## config.mk

```make
export PLATFORM = sky130hd
export DESIGN_NAME = ccrc_top
export DESIGN_NICKNAME = d
export VERILOG_FILES = /design/src/ccrc_pkg.sv /design/src/ccrc_step_if.sv /design/src/ccrc_top.sv /design/src/ccrc_crc_step.sv
export SDC_FILE = /design/constraint.sdc
export NUM_CORES = 1
export LEC_CHECK = 0
export ABC_AREA = 1
export BUFFER_PORTS_ARGS = -buffer_cell sky130_fd_sc_hd__buf_2
export CAP_MARGIN = 10
export CORE_MARGIN = 5
export CORE_UTILIZATION = 35
export CTS_BUF_LIST = sky130_fd_sc_hd__clkbuf_16
export DETAILED_ROUTE_END_ITERATION = 16
export PLACE_DENSITY_LB_ADDON = 0.2
export SYNTH_ARGS = -nofsm -noshare
export SYNTH_HDL_FRONTEND = slang
export SYNTH_SLANG_ARGS = --single-unit
```

## constraint.sdc

```tcl
create_clock -name mclk_i -period 11 [get_ports mclk_i]
set_input_delay 1.1 -clock mclk_i [delete_from_list [all_inputs] [get_ports mclk_i]]
set_output_delay 1.1 -clock mclk_i [all_outputs]
set_load 0.02 [all_outputs]
```

## src/ccrc_pkg.sv

```systemverilog
// Package for the contactless frame CRC unit: register map, fields, CRC constants.
// Assumes a 100 MHz single clock domain and an APB register port.
package ccrc_pkg;

   // ------------------------------------------------------------
   // Register map
   // ------------------------------------------------------------
   localparam int unsigned ADDR_W         = 8;
   localparam logic [7:0]  TX_CFG_IDX     = 8'h2c;
   localparam logic [7:0]  RX_CFG_IDX     = 8'h2d;
   localparam logic [7:0]  TX_CFG_ADDR    = {TX_CFG_IDX[5:0], 2'b00};
   localparam logic [7:0]  RX_CFG_ADDR    = {RX_CFG_IDX[5:0], 2'b00};
   localparam logic [7:0]  IRQ_STAT_ADDR  = 8'hc0;
   localparam logic [7:0]  IRQ_MASK_ADDR  = 8'hc4;
   localparam logic [7:0]  RX_STAT_ADDR   = 8'hc8;

   // ------------------------------------------------------------
   // Configuration fields, shared by both config registers except the receive store bit
   // ------------------------------------------------------------
   localparam int unsigned CFG_ON_BIT     = 0;
   localparam int unsigned CFG_INV_BIT    = 1;
   localparam int unsigned CFG_KIND_LSB   = 2;
   localparam int unsigned CFG_PRE_LSB    = 4;
   localparam int unsigned RX_STORE_BIT   = 7;
   localparam logic [7:0]  TX_CFG_WMASK   = 8'h7f;
   localparam logic [7:0]  RX_CFG_WMASK   = 8'hff;
   localparam logic [7:0]  CFG_RST        = 8'h00;

   // ------------------------------------------------------------
   // Interrupt status bits
   // ------------------------------------------------------------
   localparam int unsigned IRQ_W          = 3;
   localparam int unsigned IRQ_TX_DONE    = 0;
   localparam int unsigned IRQ_RX_DONE    = 1;
   localparam int unsigned IRQ_RX_ERR     = 2;
   localparam logic [2:0]  IRQ_RST        = 3'h0;

   typedef enum logic [1:0] {
      CCRC_K5   = 2'b00,
      CCRC_K8   = 2'b01,
      CCRC_K16  = 2'b10,
      CCRC_KRSV = 2'b11
   } ccrc_kind_e;

   // ------------------------------------------------------------
   // Polynomials, reflected for LSB-first shifting
   // ------------------------------------------------------------
   localparam logic [15:0] POLY16_REFL    = 16'h8408;
   localparam logic [15:0] POLY8_REFL     = 16'h00b8;
   localparam logic [15:0] POLY5_REFL     = 16'h0012;

   // ------------------------------------------------------------
   // Preset codes and values
   // ------------------------------------------------------------
   localparam logic [2:0]  PRE_ZERO       = 3'h0;
   localparam logic [2:0]  PRE_A          = 3'h1;
   localparam logic [2:0]  PRE_B          = 3'h2;
   localparam logic [2:0]  PRE_C          = 3'h3;
   localparam logic [2:0]  PRE_USER       = 3'h6;
   localparam logic [2:0]  PRE_ONES       = 3'h7;
   localparam logic [15:0] PRE16_A        = 16'h6363;
   localparam logic [15:0] PRE16_B        = 16'ha671;
   localparam logic [15:0] PRE16_C        = 16'hfffe;
   localparam logic [15:0] PRE16_ONES     = 16'hffff;
   localparam logic [7:0]  PRE8_A         = 8'h12;
   localparam logic [7:0]  PRE8_B         = 8'hbf;
   localparam logic [7:0]  PRE8_C         = 8'hfd;
   localparam logic [7:0]  PRE8_ONES      = 8'hff;
   localparam logic [4:0]  PRE5_A         = 5'h12;
   localparam logic [4:0]  PRE5_ONES      = 5'h1f;

   function automatic logic [15:0] kind_mask(input ccrc_kind_e k);
      case (k)
         CCRC_K16: kind_mask = 16'hffff;
         CCRC_K8:  kind_mask = 16'h00ff;
         CCRC_K5:  kind_mask = 16'h001f;
         default:  kind_mask = 16'h0000;
      endcase
   endfunction

   // Start value of the CRC register for a preset code and kind
   function automatic logic [15:0] preset_value(input logic [2:0]  code,
                                                input ccrc_kind_e  k,
                                                input logic [15:0] nv16,
                                                input logic [7:0]  nv8,
                                                input logic [4:0]  nv5);
      logic [15:0] v16;
      logic [7:0]  v8;
      logic [4:0]  v5;
      v16 = 16'h0000;
      v8  = 8'h00;
      v5  = 5'h00;
      case (code)
         PRE_A: begin
            v16 = PRE16_A;
            v8  = PRE8_A;
            v5  = PRE5_A;
         end
         PRE_B: begin
            v16 = PRE16_B;
            v8  = PRE8_B;
         end
         PRE_C: begin
            v16 = PRE16_C;
            v8  = PRE8_C;
         end
         PRE_USER: begin
            v16 = nv16;
            v8  = nv8;
            v5  = nv5;
         end
         PRE_ONES: begin
            v16 = PRE16_ONES;
            v8  = PRE8_ONES;
            v5  = PRE5_ONES;
         end
         default: ;
      endcase
      case (k)
         CCRC_K16: preset_value = v16;
         CCRC_K8:  preset_value = {8'h00, v8};
         CCRC_K5:  preset_value = {11'h000, v5};
         default:  preset_value = 16'h0000;
      endcase
   endfunction

endpackage

```

## src/ccrc_step_if.sv

```systemverilog
// Interface between the CRC unit and one bit-serial CRC stepper.
// Assumes a purely combinational stepper on the far side.
`timescale 1ns/10ps
interface ccrc_step_if;
   logic [15:0]          crc_cur;
   logic [7:0]           data;
   logic [3:0]           nbits;
   ccrc_pkg::ccrc_kind_e kind;
   logic [15:0]          crc_nxt;

   modport host (output crc_cur, output data, output nbits, output kind, input crc_nxt);
   modport eng  (input crc_cur, input data, input nbits, input kind, output crc_nxt);
endinterface

```

## src/ccrc_top.sv

```systemverilog
// Contactless frame CRC unit: appends CRC on transmit, checks and filters on receive.
// Assumes an APB master on mclk_i and byte streams from the framing datapath.
//
// Function
// RULE1 - Transmit enable set appends computed CRC to the frame; clear appends nothing.
// RULE2 - Kind field codes 0,1,2 select CRC5, CRC8, CRC16; code 3 unused.
// RULE3 - Transmit complement bit inverts the CRC before it is appended.
// RULE4 - Transmit preset field bits 6..4 choose the transmit CRC start value.
// RULE5 - Preset codes map to fixed constants per kind; 4, 5 undefined.
// RULE6 - Preset code 6 takes the user start value from nonvolatile storage.
// RULE7 - Receive store bit 7 set writes received CRC bytes to the FIFO.
// RULE8 - Store bit clear keeps received CRC bytes out of the FIFO.
// RULE9 - Host sets store bit when the protocol CRC is not byte aligned.
// RULE10 - Receive preset field bits 6..4 choose receive start value, same codes.
// RULE11 - Receive presets use the same constants; code 7 gives all ones.
// RULE12 - Receive complement bit compares against the inverted computed CRC.
// RULE13 - Receive check enable sets the CRC error flag on mismatch.
// RULE14 - Check disabled still computes the CRC but leaves the error flag.
// RULE15 - Reflected polynomials, data processed least significant bit first.
//
// Chosen here: the APB register port.
`timescale 1ns/10ps
module ccrc_top (
   input  wire logic        mclk_i,
   input  wire logic        reset_i,
   // APB slave
   input  wire logic        psel_i,
   input  wire logic        penable_i,
   input  wire logic        pwrite_i,
   input  wire logic [7:0]  paddr_i,
   input  wire logic [31:0] pwdata_i,
   output logic      [31:0] prdata_o,
   output logic             pready_o,
   output logic             pslverr_o,
   output logic             irq_o,
   // User presets from the configuration store
   input  wire logic [15:0] nv_preset16_i,
   input  wire logic [7:0]  nv_preset8_i,
   input  wire logic [4:0]  nv_preset5_i,
   // Transmit stream in and out
   input  wire logic [7:0]  tx_data_i,
   input  wire logic        tx_valid_i,
   input  wire logic        tx_last_i,
   output logic             tx_ready_o,
   output logic      [7:0]  txo_data_o,
   output logic             txo_valid_o,
   output logic             txo_last_o,
   input  wire logic        txo_ready_i,
   // Receive stream in, FIFO write out
   input  wire logic [7:0]  rx_data_i,
   input  wire logic        rx_valid_i,
   input  wire logic        rx_last_i,
   output logic             rx_ready_o,
   output logic      [7:0]  fifo_data_o,
   output logic             fifo_wr_o
);

   typedef enum logic [1:0] {
      CCRC_TX_DATA = 2'b00,
      CCRC_TX_LO   = 2'b01,
      CCRC_TX_HI   = 2'b10
   } ccrc_tx_e;

   typedef enum logic [1:0] {
      CCRC_RX_RUN   = 2'b00,
      CCRC_RX_FLUSH = 2'b01
   } ccrc_rx_e;

   // ------------------------------------------------------------
   // Registers
   // ------------------------------------------------------------
   logic [7:0]       tx_cfg_r;
   logic [7:0]       rx_cfg_r;
   logic [2:0]       irq_stat_r;
   logic [2:0]       irq_mask_r;
   logic             rx_err_r;
   logic [15:0]      rx_last_crc_r;
   logic             wr_done;
   logic             rd_done;
   logic             mapped;
   logic [31:0]      rd_mux;
   logic [2:0]       irq_ev;

   ccrc_pkg::ccrc_kind_e tx_kind;
   ccrc_pkg::ccrc_kind_e rx_kind;
   logic             tx_append;
   logic             rx_store;

   assign tx_kind   = ccrc_pkg::ccrc_kind_e'(tx_cfg_r[ccrc_pkg::CFG_KIND_LSB +: 2]);
   assign rx_kind   = ccrc_pkg::ccrc_kind_e'(rx_cfg_r[ccrc_pkg::CFG_KIND_LSB +: 2]);
   assign tx_append = tx_cfg_r[ccrc_pkg::CFG_ON_BIT] && (tx_kind != ccrc_pkg::CCRC_KRSV); // [RULE1] [RULE2]
   assign rx_store  = rx_cfg_r[ccrc_pkg::RX_STORE_BIT];

   assign wr_done = psel_i & penable_i & pready_o & pwrite_i;
   assign rd_done = psel_i & penable_i & pready_o & ~pwrite_i;

   always_comb begin
      mapped = 1'b1;
      rd_mux = 32'h0000_0000;
      case (paddr_i)
         ccrc_pkg::TX_CFG_ADDR:   rd_mux = {24'h000000, tx_cfg_r};
         ccrc_pkg::RX_CFG_ADDR:   rd_mux = {24'h000000, rx_cfg_r};
         ccrc_pkg::IRQ_STAT_ADDR: rd_mux = {29'h0, irq_stat_r};
         ccrc_pkg::IRQ_MASK_ADDR: rd_mux = {29'h0, irq_mask_r};
         ccrc_pkg::RX_STAT_ADDR:  rd_mux = {15'h0000, rx_err_r, rx_last_crc_r};
         default:                 mapped = 1'b0;
      endcase
   end

   // ------------------------------------------------------------
   // APB answer: one access cycle, data captured in setup
   // ------------------------------------------------------------
   always_ff @(posedge mclk_i or posedge reset_i) begin
      if (reset_i) begin
         pready_o  <= 1'b0;
         pslverr_o <= 1'b0;
         prdata_o  <= 32'h0000_0000;
      end else begin
         pready_o  <= psel_i & ~penable_i;
         if (psel_i & ~penable_i) begin
            pslverr_o <= ~mapped;
            prdata_o  <= pwrite_i ? 32'h0000_0000 : rd_mux;
         end else begin
            pslverr_o <= 1'b0;
         end
      end
   end

   always_ff @(posedge mclk_i or posedge reset_i) begin
      if (reset_i) begin
         tx_cfg_r   <= ccrc_pkg::CFG_RST;
         rx_cfg_r   <= ccrc_pkg::CFG_RST;
         irq_mask_r <= ccrc_pkg::IRQ_RST;
      end else if (wr_done) begin
         case (paddr_i)
            ccrc_pkg::TX_CFG_ADDR:   tx_cfg_r   <= pwdata_i[7:0] & ccrc_pkg::TX_CFG_WMASK;
            ccrc_pkg::RX_CFG_ADDR:   rx_cfg_r   <= pwdata_i[7:0] & ccrc_pkg::RX_CFG_WMASK;
            ccrc_pkg::IRQ_MASK_ADDR: irq_mask_r <= pwdata_i[2:0];
            default: ;
         endcase
      end
   end

   // Sticky status, cleared by read; a new event wins over the clear
   always_ff @(posedge mclk_i or posedge reset_i) begin
      if (reset_i) begin
         irq_stat_r <= ccrc_pkg::IRQ_RST;
         irq_o      <= 1'b0;
      end else begin
         irq_stat_r <= ((rd_done && paddr_i == ccrc_pkg::IRQ_STAT_ADDR) ? 3'h0 : irq_stat_r)
                       | irq_ev;
         irq_o      <= |(irq_stat_r & irq_mask_r);
      end
   end

   // ------------------------------------------------------------
   // Transmit path
   // ------------------------------------------------------------
   ccrc_step_if tx_step ();
   ccrc_crc_step u_tx_step (.s(tx_step));

   ccrc_tx_e    tx_state_r;
   ccrc_tx_e    tx_state_nxt;
   logic [15:0] tx_crc_r;
   logic [15:0] tx_crc_nxt;
   logic        tx_sof_r;
   logic        tx_sof_nxt;
   logic [7:0]  txo_data_nxt;
   logic        txo_valid_nxt;
   logic        txo_last_nxt;
   logic        tx_done_ev;
   logic [15:0] tx_crc_out;
   logic        tx_slot_free;

   assign tx_step.crc_cur = tx_sof_r ? ccrc_pkg::preset_value(
                               tx_cfg_r[ccrc_pkg::CFG_PRE_LSB +: 3], tx_kind,
                               nv_preset16_i, nv_preset8_i, nv_preset5_i) : tx_crc_r; // [RULE4] [RULE5] [RULE6]
   assign tx_step.data    = tx_data_i;
   assign tx_step.nbits   = 4'h8;
   assign tx_step.kind    = tx_kind;
   assign tx_crc_out      = (tx_crc_r ^ (tx_cfg_r[ccrc_pkg::CFG_INV_BIT] ? 16'hffff : 16'h0000))
                            & ccrc_pkg::kind_mask(tx_kind); // [RULE3]
   assign tx_slot_free    = ~txo_valid_o | txo_ready_i;

   always_comb begin
      tx_state_nxt  = tx_state_r;
      tx_crc_nxt    = tx_crc_r;
      tx_sof_nxt    = tx_sof_r;
      txo_data_nxt  = txo_data_o;
      txo_last_nxt  = txo_last_o;
      txo_valid_nxt = txo_valid_o & ~txo_ready_i;
      tx_done_ev    = 1'b0;
      case (tx_state_r)
         CCRC_TX_DATA: begin
            if (tx_valid_i & tx_ready_o) begin
               txo_data_nxt  = tx_data_i;
               txo_valid_nxt = 1'b1;
               txo_last_nxt  = tx_last_i & ~tx_append; // [RULE1]
               tx_crc_nxt    = tx_step.crc_nxt; // [RULE15]
               tx_sof_nxt    = tx_last_i;
               tx_done_ev    = tx_last_i & ~tx_append;
               if (tx_last_i & tx_append) begin
                  tx_state_nxt = CCRC_TX_LO; // [RULE1]
               end
            end
         end
         CCRC_TX_LO: begin
            if (tx_slot_free) begin
               txo_data_nxt  = tx_crc_out[7:0];
               txo_valid_nxt = 1'b1;
               txo_last_nxt  = (tx_kind != ccrc_pkg::CCRC_K16); // [RULE2]
               tx_done_ev    = (tx_kind != ccrc_pkg::CCRC_K16);
               tx_state_nxt  = (tx_kind == ccrc_pkg::CCRC_K16) ? CCRC_TX_HI : CCRC_TX_DATA;
            end
         end
         CCRC_TX_HI: begin
            if (tx_slot_free) begin
               txo_data_nxt  = tx_crc_out[15:8];
               txo_valid_nxt = 1'b1;
               txo_last_nxt  = 1'b1;
               tx_done_ev    = 1'b1;
               tx_state_nxt  = CCRC_TX_DATA;
            end
         end
         default: tx_state_nxt = CCRC_TX_DATA;
      endcase
   end

   always_ff @(posedge mclk_i or posedge reset_i) begin
      if (reset_i) begin
         tx_state_r  <= CCRC_TX_DATA;
         tx_crc_r    <= 16'h0000;
         tx_sof_r    <= 1'b1;
         txo_data_o  <= 8'h00;
         txo_valid_o <= 1'b0;
         txo_last_o  <= 1'b0;
         tx_ready_o  <= 1'b0;
      end else begin
         tx_state_r  <= tx_state_nxt;
         tx_crc_r    <= tx_crc_nxt;
         tx_sof_r    <= tx_sof_nxt;
         txo_data_o  <= txo_data_nxt;
         txo_valid_o <= txo_valid_nxt;
         txo_last_o  <= txo_last_nxt;
         tx_ready_o  <= (tx_state_nxt == CCRC_TX_DATA) & ~txo_valid_nxt;
      end
   end

   // ------------------------------------------------------------
   // Receive path: CRC bytes held back until the frame ends
   // ------------------------------------------------------------
   ccrc_step_if rx_step ();
   ccrc_crc_step u_rx_step (.s(rx_step));

   ccrc_rx_e    rx_state_r;
   ccrc_rx_e    rx_state_nxt;
   logic [15:0] rx_crc_r;
   logic [15:0] rx_crc_nxt;
   logic        rx_sof_r;
   logic        rx_sof_nxt;
   logic [15:0] hold_r;
   logic [15:0] hold_nxt;
   logic [1:0]  cnt_r;
   logic [1:0]  cnt_nxt;
   logic [1:0]  crc_len;
   logic [7:0]  oldest;
   logic        rx_acc;
   logic        rx_full;
   logic [15:0] rx_expect;
   logic [15:0] rx_got;
   logic        rx_bad;
   logic        rx_err_nxt;
   logic [7:0]  fifo_data_nxt;
   logic        fifo_wr_nxt;
   logic        rx_done_ev;
   logic        rx_err_ev;

   assign crc_len = (rx_kind == ccrc_pkg::CCRC_K16) ? 2'd2 : 2'd1;
   assign oldest  = (cnt_r == 2'd2) ? hold_r[15:8] : hold_r[7:0];
   assign rx_acc  = rx_valid_i & rx_ready_o;
   assign rx_full = (cnt_r == crc_len);

   assign rx_step.crc_cur = rx_sof_r ? ccrc_pkg::preset_value(
                               rx_cfg_r[ccrc_pkg::CFG_PRE_LSB +: 3], rx_kind,
                               nv_preset16_i, nv_preset8_i, nv_preset5_i) : rx_crc_r; // [RULE10] [RULE11]
   assign rx_step.data    = oldest;
   assign rx_step.nbits   = (rx_acc & rx_full) ? 4'h8 : 4'h0;
   assign rx_step.kind    = rx_kind;

   assign rx_expect = (rx_step.crc_nxt ^ (rx_cfg_r[ccrc_pkg::CFG_INV_BIT] ? 16'hffff : 16'h0000))
                      & ccrc_pkg::kind_mask(rx_kind); // [RULE12]
   assign rx_got    = ((crc_len == 2'd2) ? {rx_data_i, hold_r[7:0]} : {8'h00, rx_data_i})
                      & ccrc_pkg::kind_mask(rx_kind);
   assign rx_bad    = (rx_expect != rx_got) || (rx_kind == ccrc_pkg::CCRC_KRSV);

   always_comb begin
      rx_state_nxt  = rx_state_r;
      rx_crc_nxt    = rx_crc_r;
      rx_sof_nxt    = rx_sof_r;
      hold_nxt      = hold_r;
      cnt_nxt       = cnt_r;
      fifo_data_nxt = fifo_data_o;
      fifo_wr_nxt   = 1'b0;
      rx_done_ev    = 1'b0;
      rx_err_ev     = 1'b0;
      rx_err_nxt    = rx_err_r;
      case (rx_state_r)
         CCRC_RX_RUN: begin
            if (rx_acc) begin
               rx_crc_nxt = rx_step.crc_nxt; // [RULE14] [RULE15]
               rx_sof_nxt = 1'b0;
               hold_nxt   = {hold_r[7:0], rx_data_i};
               cnt_nxt    = rx_full ? cnt_r : cnt_r + 2'd1;
               if (rx_full) begin
                  fifo_data_nxt = oldest;
                  fifo_wr_nxt   = 1'b1;
               end
               if (rx_last_i) begin
                  rx_done_ev = 1'b1;
                  rx_sof_nxt = 1'b1;
                  if (rx_cfg_r[ccrc_pkg::CFG_ON_BIT]) begin
                     rx_err_ev  = rx_bad; // [RULE13]
                     rx_err_nxt = rx_bad;
                  end
                  if (rx_store) begin
                     rx_state_nxt = CCRC_RX_FLUSH; // [RULE7]
                  end else begin
                     cnt_nxt = 2'd0; // [RULE8]
                  end
               end
            end
         end
         CCRC_RX_FLUSH: begin
            fifo_data_nxt = oldest; // [RULE7]
            fifo_wr_nxt   = (cnt_r != 2'd0);
            cnt_nxt       = (cnt_r != 2'd0) ? cnt_r - 2'd1 : 2'd0;
            if (cnt_r <= 2'd1) begin
               rx_state_nxt = CCRC_RX_RUN;
            end
         end
         default: rx_state_nxt = CCRC_RX_RUN;
      endcase
   end

   always_ff @(posedge mclk_i or posedge reset_i) begin
      if (reset_i) begin
         rx_state_r    <= CCRC_RX_RUN;
         rx_crc_r      <= 16'h0000;
         rx_sof_r      <= 1'b1;
         hold_r        <= 16'h0000;
         cnt_r         <= 2'd0;
         fifo_data_o   <= 8'h00;
         fifo_wr_o     <= 1'b0;
         rx_ready_o    <= 1'b0;
         rx_err_r      <= 1'b0;
         rx_last_crc_r <= 16'h0000;
      end else begin
         rx_state_r  <= rx_state_nxt;
         rx_crc_r    <= rx_crc_nxt;
         rx_sof_r    <= rx_sof_nxt;
         hold_r      <= hold_nxt;
         cnt_r       <= cnt_nxt;
         fifo_data_o <= fifo_data_nxt;
         fifo_wr_o   <= fifo_wr_nxt;
         rx_ready_o  <= (rx_state_nxt == CCRC_RX_RUN);
         rx_err_r    <= rx_err_nxt;
         if (rx_done_ev) begin
            rx_last_crc_r <= rx_expect;
         end
      end
   end

   assign irq_ev = {rx_err_ev, rx_done_ev, tx_done_ev};

endmodule

```

## src/ccrc_crc_step.sv

```systemverilog
// Combinational CRC stepper: feeds up to eight data bits, LSB first.
// Assumes the CRC register holds zero above the width of the kind.
`timescale 1ns/10ps
module ccrc_crc_step (
   ccrc_step_if.eng s
);

   always_comb begin
      logic [15:0] c;
      logic [15:0] poly;
      logic        fb;
      c  = s.crc_cur & ccrc_pkg::kind_mask(s.kind);
      fb = 1'b0;
      poly = 16'h0000;
      case (s.kind)
         ccrc_pkg::CCRC_K16: poly = ccrc_pkg::POLY16_REFL;
         ccrc_pkg::CCRC_K8:  poly = ccrc_pkg::POLY8_REFL;
         ccrc_pkg::CCRC_K5:  poly = ccrc_pkg::POLY5_REFL;
         default:            poly = 16'h0000;
      endcase
      for (int i = 0; i < 8; i++) begin
         if (i < int'(s.nbits)) begin
            fb = c[0] ^ s.data[i];
            c  = c >> 1;
            if (fb) begin
               c = c ^ poly;
            end
         end
      end
      s.crc_nxt = c & ccrc_pkg::kind_mask(s.kind);
   end

endmodule

```

# Word-level counts from Yosys, hierarchy flattened
# Index checks and enable logic that the tools add are counted.
# Widths: inputs -> output; s select.
[totals] latch_bits=0 ram_bits=0 inputBits=95 wordCells=251 mem_count=0 register_bits=150 out_inout_bits=56 rom_bits=0
[op_classes] n_mul=0 addsub=2 order_cmp=9 bitwise=63 shifts=0 div=0 n_eq_ne=34 n_reduce_logical=24 n_mux=94
[ops] operator="$mux 16" count=29
[ops] operator="$pmux 16 s3" count=6
[ops] operator="$xor 15x16->16" count=16
[ops] operator="$pmux 16 s5" count=2
[ops] operator="$and 16x16->16" count=7
[ops] operator="$pmux 17 s5" count=1
[ops] operator="$pmux 8 s5" count=2
[ops] operator="$mux 8" count=6
[ops] operator="$eq 8x8->1 const B" count=5
[ops] operator="$mux 32" count=1
[ops] operator="$xor 16x16->16" count=2
[ops] operator="$mux 2" count=15
[ops] operator="$pmux 5 s3" count=2
[ops] operator="$pmux 8 s3" count=1
[ops] operator="$mux 1" count=19
[ops] operator="$lt 3x4->1 const A" count=4
[ops] operator="$ne 16x16->1" count=1
[ops] operator="$pmux 8 s2" count=1
[ops] operator="$xor 1x1->1" count=16
[ops] operator="$ne 2x2->1 const B" count=7
[ops] operator="$and 1x1->1" count=12
[ops] operator="$eq 2x2->1 const B" count=6
[ops] operator="$eq 3x2->1 const B" count=4
[ops] operator="$eq 3x3->1 const B" count=4
[ops] operator="29 further kinds" count=57

# Longest topological paths before layout
[depth] ltp_word=39 ltp_mapped=44 ltp_nobuf=43

# Hierarchy
# A second synthesis with hierarchy kept.
[unflattened] hier_cells=2513 hier_area_um2=14559.0
[modules_own_cells] mod="ccrc_top" cells_per_inst=1133 n_inst=1 area_per_inst_um2=8080.2 seq_area_each_um2=3380.7
[modules_own_cells] mod="ccrc_crc_step" cells_per_inst=690 n_inst=2 area_per_inst_um2=3239.4 seq_area_each_um2=0.0

# Worst setup path after synthesis
# OpenSTA, ideal clock, no wires.
[synth_timing] path_kind="input to register" from="input port nv_preset8_i[0]" to="register irq_stat_r[2]" path_stages=38 slack_ns=7.187 setup_time_ns=0.124 t_required_ns=10.876 arrival_time_ns=3.689 cell_sequence="inv_1 -> nand3_1 -> nand2_1 -> nand2_1 -> nor2_2 -> nand2_4 -> nand2_2 -> nand2_4 -> nand2_4 -> nand2_2 -> nand2_2 -> nand2_4 -> nand2_4 -> nand2_4 -> nand2_4 -> nand2_2 -> nand2_2 -> nand2_2 -> [... 2 more ...] -> nand2_1 -> nand3_2 -> nand2_2 -> nand2_4 -> nand2_4 -> nand2_1 -> nand2_1 -> nand2_2 -> nand2_2 -> nand2_2 -> a21oi_1 -> nor2_1 -> nor2_1 -> nand3_1 -> nor2_1 -> nand3_1 -> nand2_1 -> nand2_1"
[synth_via] elab_chain_len=38 elab_cells_between_ends=45 cone_classes="eq/ne: 1; mux: 23; bitwise: 20; reduce/logical: 1"
[synth_lines] item="start: declaration" line_no="ccrc_top.sv:38" rtl="input wire logic [7:0] nv_preset8_i,"
[synth_lines] item="$pmux 8 s5 *" line_no="ccrc_pkg.sv:93" rtl="case (code)"
[synth_lines] item="$pmux 16 s3 *" line_no="ccrc_pkg.sv:119" rtl="case (k)"
[synth_lines] item="$mux 16 *" line_no="ccrc_top.sv:283" rtl="assign rx_step.crc_cur = rx_sof_r ? ccrc_pkg::preset_value("
[synth_lines] item="$and 16x16->16 *" line_no="ccrc_crc_step.sv:12" rtl="c = s.crc_cur & ccrc_pkg::kind_mask(s.kind);"
[synth_lines] item="$xor 1x1->1" line_no="ccrc_crc_step.sv:23" rtl="fb = c[0] ^ s.data[i];"
[synth_lines] item="$mux 16" line_no="ccrc_crc_step.sv:25" rtl="if (fb) begin"
[synth_lines] item="$mux 16 *" line_no="ccrc_crc_step.sv:22" rtl="if (i < int'(s.nbits)) begin"
[synth_lines] item="$xor 15x16->16 / $xor 1x1->1 (equally long branches)" line_no="ccrc_crc_step.sv:26, ccrc_crc_step.sv:23"
[synth_lines] item="[... 22 more ...]"
[synth_lines] item="$and 16x16->16 *" line_no="ccrc_top.sv:291" rtl="& ccrc_pkg::kind_mask(rx_kind);"
[synth_lines] item="$ne 16x16->1 *" line_no="ccrc_top.sv:294" rtl="assign rx_bad = (rx_expect != rx_got) || (rx_kind == ccrc_pkg::CCRC_KRSV);"
[synth_lines] item="$logic_or 1x1->1 *" line_no="ccrc_top.sv:294"
[synth_lines] item="$mux 1 *" line_no="ccrc_top.sv:321" rtl="if (rx_cfg_r[ccrc_pkg::CFG_ON_BIT]) begin"
[synth_lines] item="$mux 1 *" line_no="ccrc_top.sv:318" rtl="if (rx_last_i) begin"
[synth_lines] item="$mux 1 *" line_no="ccrc_top.sv:309" rtl="if (rx_acc) begin"
[synth_lines] item="$mux 1 *" line_no="ccrc_top.sv:307" rtl="case (rx_state_r)"
[synth_lines] item="$or 3x3->3 *" line_no="ccrc_top.sv:151" rtl="| irq_ev;"
[synth_lines] item="end signal: assignment" line_no="ccrc_top.sv:147" rtl="irq_stat_r <= ccrc_pkg::IRQ_RST;"
[synth_lines] item="end signal: assignment" line_no="ccrc_top.sv:150" rtl="irq_stat_r <= ((rd_done && paddr_i == ccrc_pkg::IRQ_STAT_ADDR) ? 3'h0 : irq_stat_r)"
[synth_lines] item="end: declaration" line_no="ccrc_top.sv:74" rtl="logic [2:0] irq_stat_r;"
# Every way passes the cells marked *; elsewhere a longest branch is shown, timed or not.
# A chain may end at the register's enable or synchronous reset.

# Final worst setup path
[layout_timing] from="register rx_cfg_r[2]" to="register rx_err_r"
[layout_via] elab_chain_len=33 elab_cells_between_ends=61 cone_classes="order compare: 8; eq/ne: 6; mux: 23; bitwise: 22; reduce/logical: 2"
[layout_lines] item="start: declaration" line_no="ccrc_top.sv:73" rtl="logic [7:0] rx_cfg_r;"
[layout_lines] item="start signal: assignment" line_no="ccrc_top.sv:132" rtl="rx_cfg_r <= ccrc_pkg::CFG_RST;"
[layout_lines] item="start signal: assignment" line_no="ccrc_top.sv:137" rtl="ccrc_pkg::RX_CFG_ADDR: rx_cfg_r <= pwdata_i[7:0] & ccrc_pkg::RX_CFG_WMASK;"
[layout_lines] item="$eq 2x2->1, or another cell as far along"
[layout_lines] item="$mux 2 / $pmux 16 s3 (equally long branches)" line_no="ccrc_top.sv:278, ccrc_pkg.sv:119"
[layout_lines] item="$eq 2x2->1 / $mux 16 (equally long branches)" line_no="ccrc_top.sv:281, ccrc_top.sv:283"
[layout_lines] item="$and 1x1->1 / $and 16x16->16 (equally long branches)" line_no="ccrc_top.sv:287, ccrc_crc_step.sv:12"
[layout_lines] item="$mux 4, or another cell as far along" line_no="ccrc_top.sv:287" rtl="assign rx_step.nbits = (rx_acc & rx_full) ? 4'h8 : 4'h0;"
[layout_lines] item="$lt 1x4->1 / $mux 16 (equally long branches)" line_no="ccrc_crc_step.sv:22, ccrc_crc_step.sv:25"
[layout_lines] item="$mux 16" line_no="ccrc_crc_step.sv:22"
[layout_lines] item="$xor 15x16->16 / $xor 1x1->1 (equally long branches)" line_no="ccrc_crc_step.sv:26, ccrc_crc_step.sv:23"
[layout_lines] item="[... 17 more ...]"
[layout_lines] item="$xor 15x16->16 / $xor 1x1->1 (equally long branches)" line_no="ccrc_crc_step.sv:26, ccrc_crc_step.sv:23"
[layout_lines] item="$mux 16" line_no="ccrc_crc_step.sv:25"
[layout_lines] item="$mux 16" line_no="ccrc_crc_step.sv:22"
[layout_lines] item="$and 16x16->16" line_no="ccrc_crc_step.sv:30" rtl="s.crc_nxt = c & ccrc_pkg::kind_mask(s.kind);"
[layout_lines] item="$xor 16x16->16" line_no="ccrc_top.sv:290" rtl="assign rx_expect = (rx_step.crc_nxt ^ (rx_cfg_r[ccrc_pkg::CFG_INV_BIT] ? 16'hffff : 16'h0000))"
[layout_lines] item="$and 16x16->16" line_no="ccrc_top.sv:291"
[layout_lines] item="$ne 16x16->1" line_no="ccrc_top.sv:294"
[layout_lines] item="$logic_or 1x1->1 *" line_no="ccrc_top.sv:294"
[layout_lines] item="end signal: assignment" line_no="ccrc_top.sv:366" rtl="rx_err_r <= rx_err_nxt;"
[layout_lines] item="end: declaration" line_no="ccrc_top.sv:76" rtl="logic rx_err_r;"
# Marks and branches as above.

==> results.cfg <==
[drt]
drt-initial-drc-count = 1060
wl_per_cell_um = 18.0
drtPass1Iterations = 6
via_per_inst = 5.23
drt_wl_total_mm = 37.8
vias = 10997
drc = 0
antenna_left = 0

[critical_path]
crit_top_cell = nand2_1
required_ns = 11.32
max_stage_delay_ns = 0.77
timing.critical_path.to_type = flip-flop
crit_type = flip-flop to flip-flop
critPathArrivalTime_ns = 6.71
cp-start-kind = flip-flop
cpMaxStageDelayCell = inv_2
worst-path-max-fanout = 49

[timing]
finalSetupViolations = 0
fin_ws_ns = 4.60
finalCritPeriodShare_pct = 58.1
fin_tns_setup_ns = 0
drv_slew = 0
fin_crit_ns = 6.40
fin_skew_ns = 0.0154
finalHoldViolations = 0
relSlewSlack_pct = 28.3
grt_setup_unrepaired = false
clock.fmax_ghz = 0.156
worst_pin_slew_ns = 1.06

[die]
start_util_pct = 35.6
dieHeight_um = 184
num_rows = 63
die_w_um = 184
dieArea_mm2 = 0.0339
core-area_mm2 = 0.0298
ios = 151

[placed_design]
gp_congestion = 0.908
pre_cts_slack_ns = 4.69
dpl.hpwl_mm = 28.8
io_buffers = 111

[power_and_ir_drop]
p_comb_share_pct = 46.0
intPower_mw = 1.29
swShare_pct = 45.2
leakagePower_nw = 5.92
vdd_drop_max_mv = 0.107
sequentialPowerShare_pct = 26.6
p_sw_mw = 1.06
powerDensity_mw_per_mm2 = 197
p_clk_share_pct = 27.3
total_power_mw = 2.36

[flow_run]
max_cap_violations = 0

[final_layout]
nNetsFinal = 1811
diodes = 0
syn_to_final_growth_pct = 13.1
final_cell_mix = 483 x nand2_1, 192 x o21ai_0, 168 x inv_1, 148 x nand3_1, 133 x dfrtp_1
num-fill-cells = 3273
multi_input_area_mm2 = 0.00619
seqCellArea_mm2 = 0.00338
drive_gt1_share_pct = 12.7
final_common_cell = nand2_1

[logic_synthesis]
synth_area_mm2 = 0.0106
ys_warn_count = 0
synthCells = 1628
ys_seq_area_share_pct = 31.9
synth_top_flop_cell = dfrtp_1
synth_edf_count = 0
async_reset_ff_share_pct = 100
avgSynthCellArea_um2 = 6.51
ys_types = 52
synth_seq_cells = 135

[clocking]
cts_setup_buffers = 0
clk_latency_ns = 0.43
cts_buffer_depth = 2
cts_buffers = 17
h-tree-depth = 4
cts_tree = built
clk_pin_slew_ns = 0.07
ctsResizeCount = 0
root_buffer = clkbuf_16
cts_hold_buffers = 0
cts.sinks = 135

[global_routing]
overflow = 0
antenna_found_initial = 0
grt_use_total_pct = 22.2
grt_pass1_vias = 10279
grt_max_degree = 81
grt_pass1_wl_mm = 58.7

[min_path]
hold_path_class = flip-flop to flip-flop

[status]
status = completed
power by group through the flow:
| stage | Clock (mW) | Combinational (mW) | Sequential, mW |
|---|---|---|---|
| 2_1_floorplan | 0 | 0.781 | 0.646 |
| 3_3_place_gp | 0 | 1.06 | 0.634 |
| 3_5_place_dp | 0 | 1.07 | 0.635 |
| 4_1_cts | 0.654 | 1.08 | 0.626 |
| 5_1_grt | 0.677 | 1.21 | 0.639 |
| 6_report | 0.644 | 1.08 | 0.627 |
worst max-delay path: cells and delay by family, from the launching register on:
kind,cells,cell delay [ns]
adder cells (fa/ha/maj),1,0.21
AND/OR/NAND/NOR,32,3.91
flip-flops,1,0.49
buffers and inverters,5,1.59
final timing paths:
path / from / to / slack (ns) / cells after the start
worst max-delay path: rx_cfg_r[2]$_DFFE_PP0P_ / rx_err_r$_DFFE_PP0P_ / 4.60 / 38
worst min-delay path: txo_data_o[1]$_DFFE_PP0P_ / txo_data_o[1]$_DFFE_PP0P_ / 0.48 / 2
worst max register to register: rx_cfg_r[2]$_DFFE_PP0P_ / rx_err_r$_DFFE_PP0P_ / 4.60 / 38
worst min register to register: txo_data_o[1]$_DFFE_PP0P_ / txo_data_o[1]$_DFFE_PP0P_ / 0.48 / 2
max in group asynchronous: reset_i / tx_cfg_r[5]$_DFFE_PP0P_ / 8.81 / 3
min in group asynchronous: reset_i / rx_ready_o$_DFF_PP0_ / 0.70 / 2
per-layer routing:
metal	global-route usage [%]	share of wire, %	vias up
met5	0	0	-
li1	-	-	5432
met2	37.1	48	344
met3	3.44	5.2	82
met4	8.93	4.2	0
met1	28.8	43	5139
kinds of logic after synthesis:
group / synth area share (%)
AOI/OAI and AO/OA: 16.8
xor gates and xnor gates: 4.53
adders and majority gates: 2.01
buffers and inverters: 10.2
DFF: 31.9
other: 0.0354
and+or+nand+nor: 34.5
sequential cells by signal (all words and copies together), names as in the netlist, 2 cells and up:
name,cells
tx_crc_r,16
prdata_o,17
tx_state_r,2
tx_cfg_r,7
txo_data_o,8
rx_state_r,2
irq_stat_r,3
rx_cfg_r,8
hold_r,16
irq_mask_r,3
cnt_r,2
rx_last_crc_r,16
fifo_data_o,8
rx_crc_r,16
cells in the mapped netlist, drive strengths merged (2+ instances only):
master	number	share of area, %
o31ai	6	0.42
o21a	2	0.14
nor3b	2	0.14
ha	17	2.0
nor2	105	3.8
nand2	520	20
nor3	11	0.52
dfstp	2	0.50
dfrtp	133	31
a21oi	57	2.7
clkbuf	39	1.4
o22ai	21	1.2
o32ai	3	0.25
o21ai	203	9.6
xor2	35	2.9
a311oi	2	0.17
clkinv	5	0.18
nand3	158	7.9
xnor2	19	1.6
inv	177	6.3
buf	41	2.4
a22oi	5	0.35
a31oi	2	0.12
nand4	25	1.5
or2	8	0.47
o211ai	12	0.85
a32oi	2	0.17
nand3b	5	0.35
stage by stage:
| stage | hold slack (ns) | cells | area (um2) | utilization, % |
|---|---|---|---|---|
| floorplan | 0.452 | 1643 | 10700 | - |
| global placement | 0.465 | 2070 | 11400 | 38.1 |
| detailed placement | 0.468 | 2070 | 11400 | 38.1 |
| CTS | 0.485 | 2102 | 12000 | 40.2 |
| global route | 0.503 | 2102 | 12000 | 40.2 |
| finish | 0.479 | 2102 | 12000 | 40.2 |
final cells by class:
| type | instances | area share (%) |
|---|---|---|
| clock inverters | 15 | 1.78 |
| well taps | 390 | 4.07 |
| repair buffers | 117 | 5.01 |
| inverters | 182 | 5.74 |
| multi-input cells | 1246 | 51.7 |
| clock buffers | 17 | 3.55 |
| flip-flops and latches | 135 | 28.2 |
Note: power is estimated with default switching activity, not from simulation.
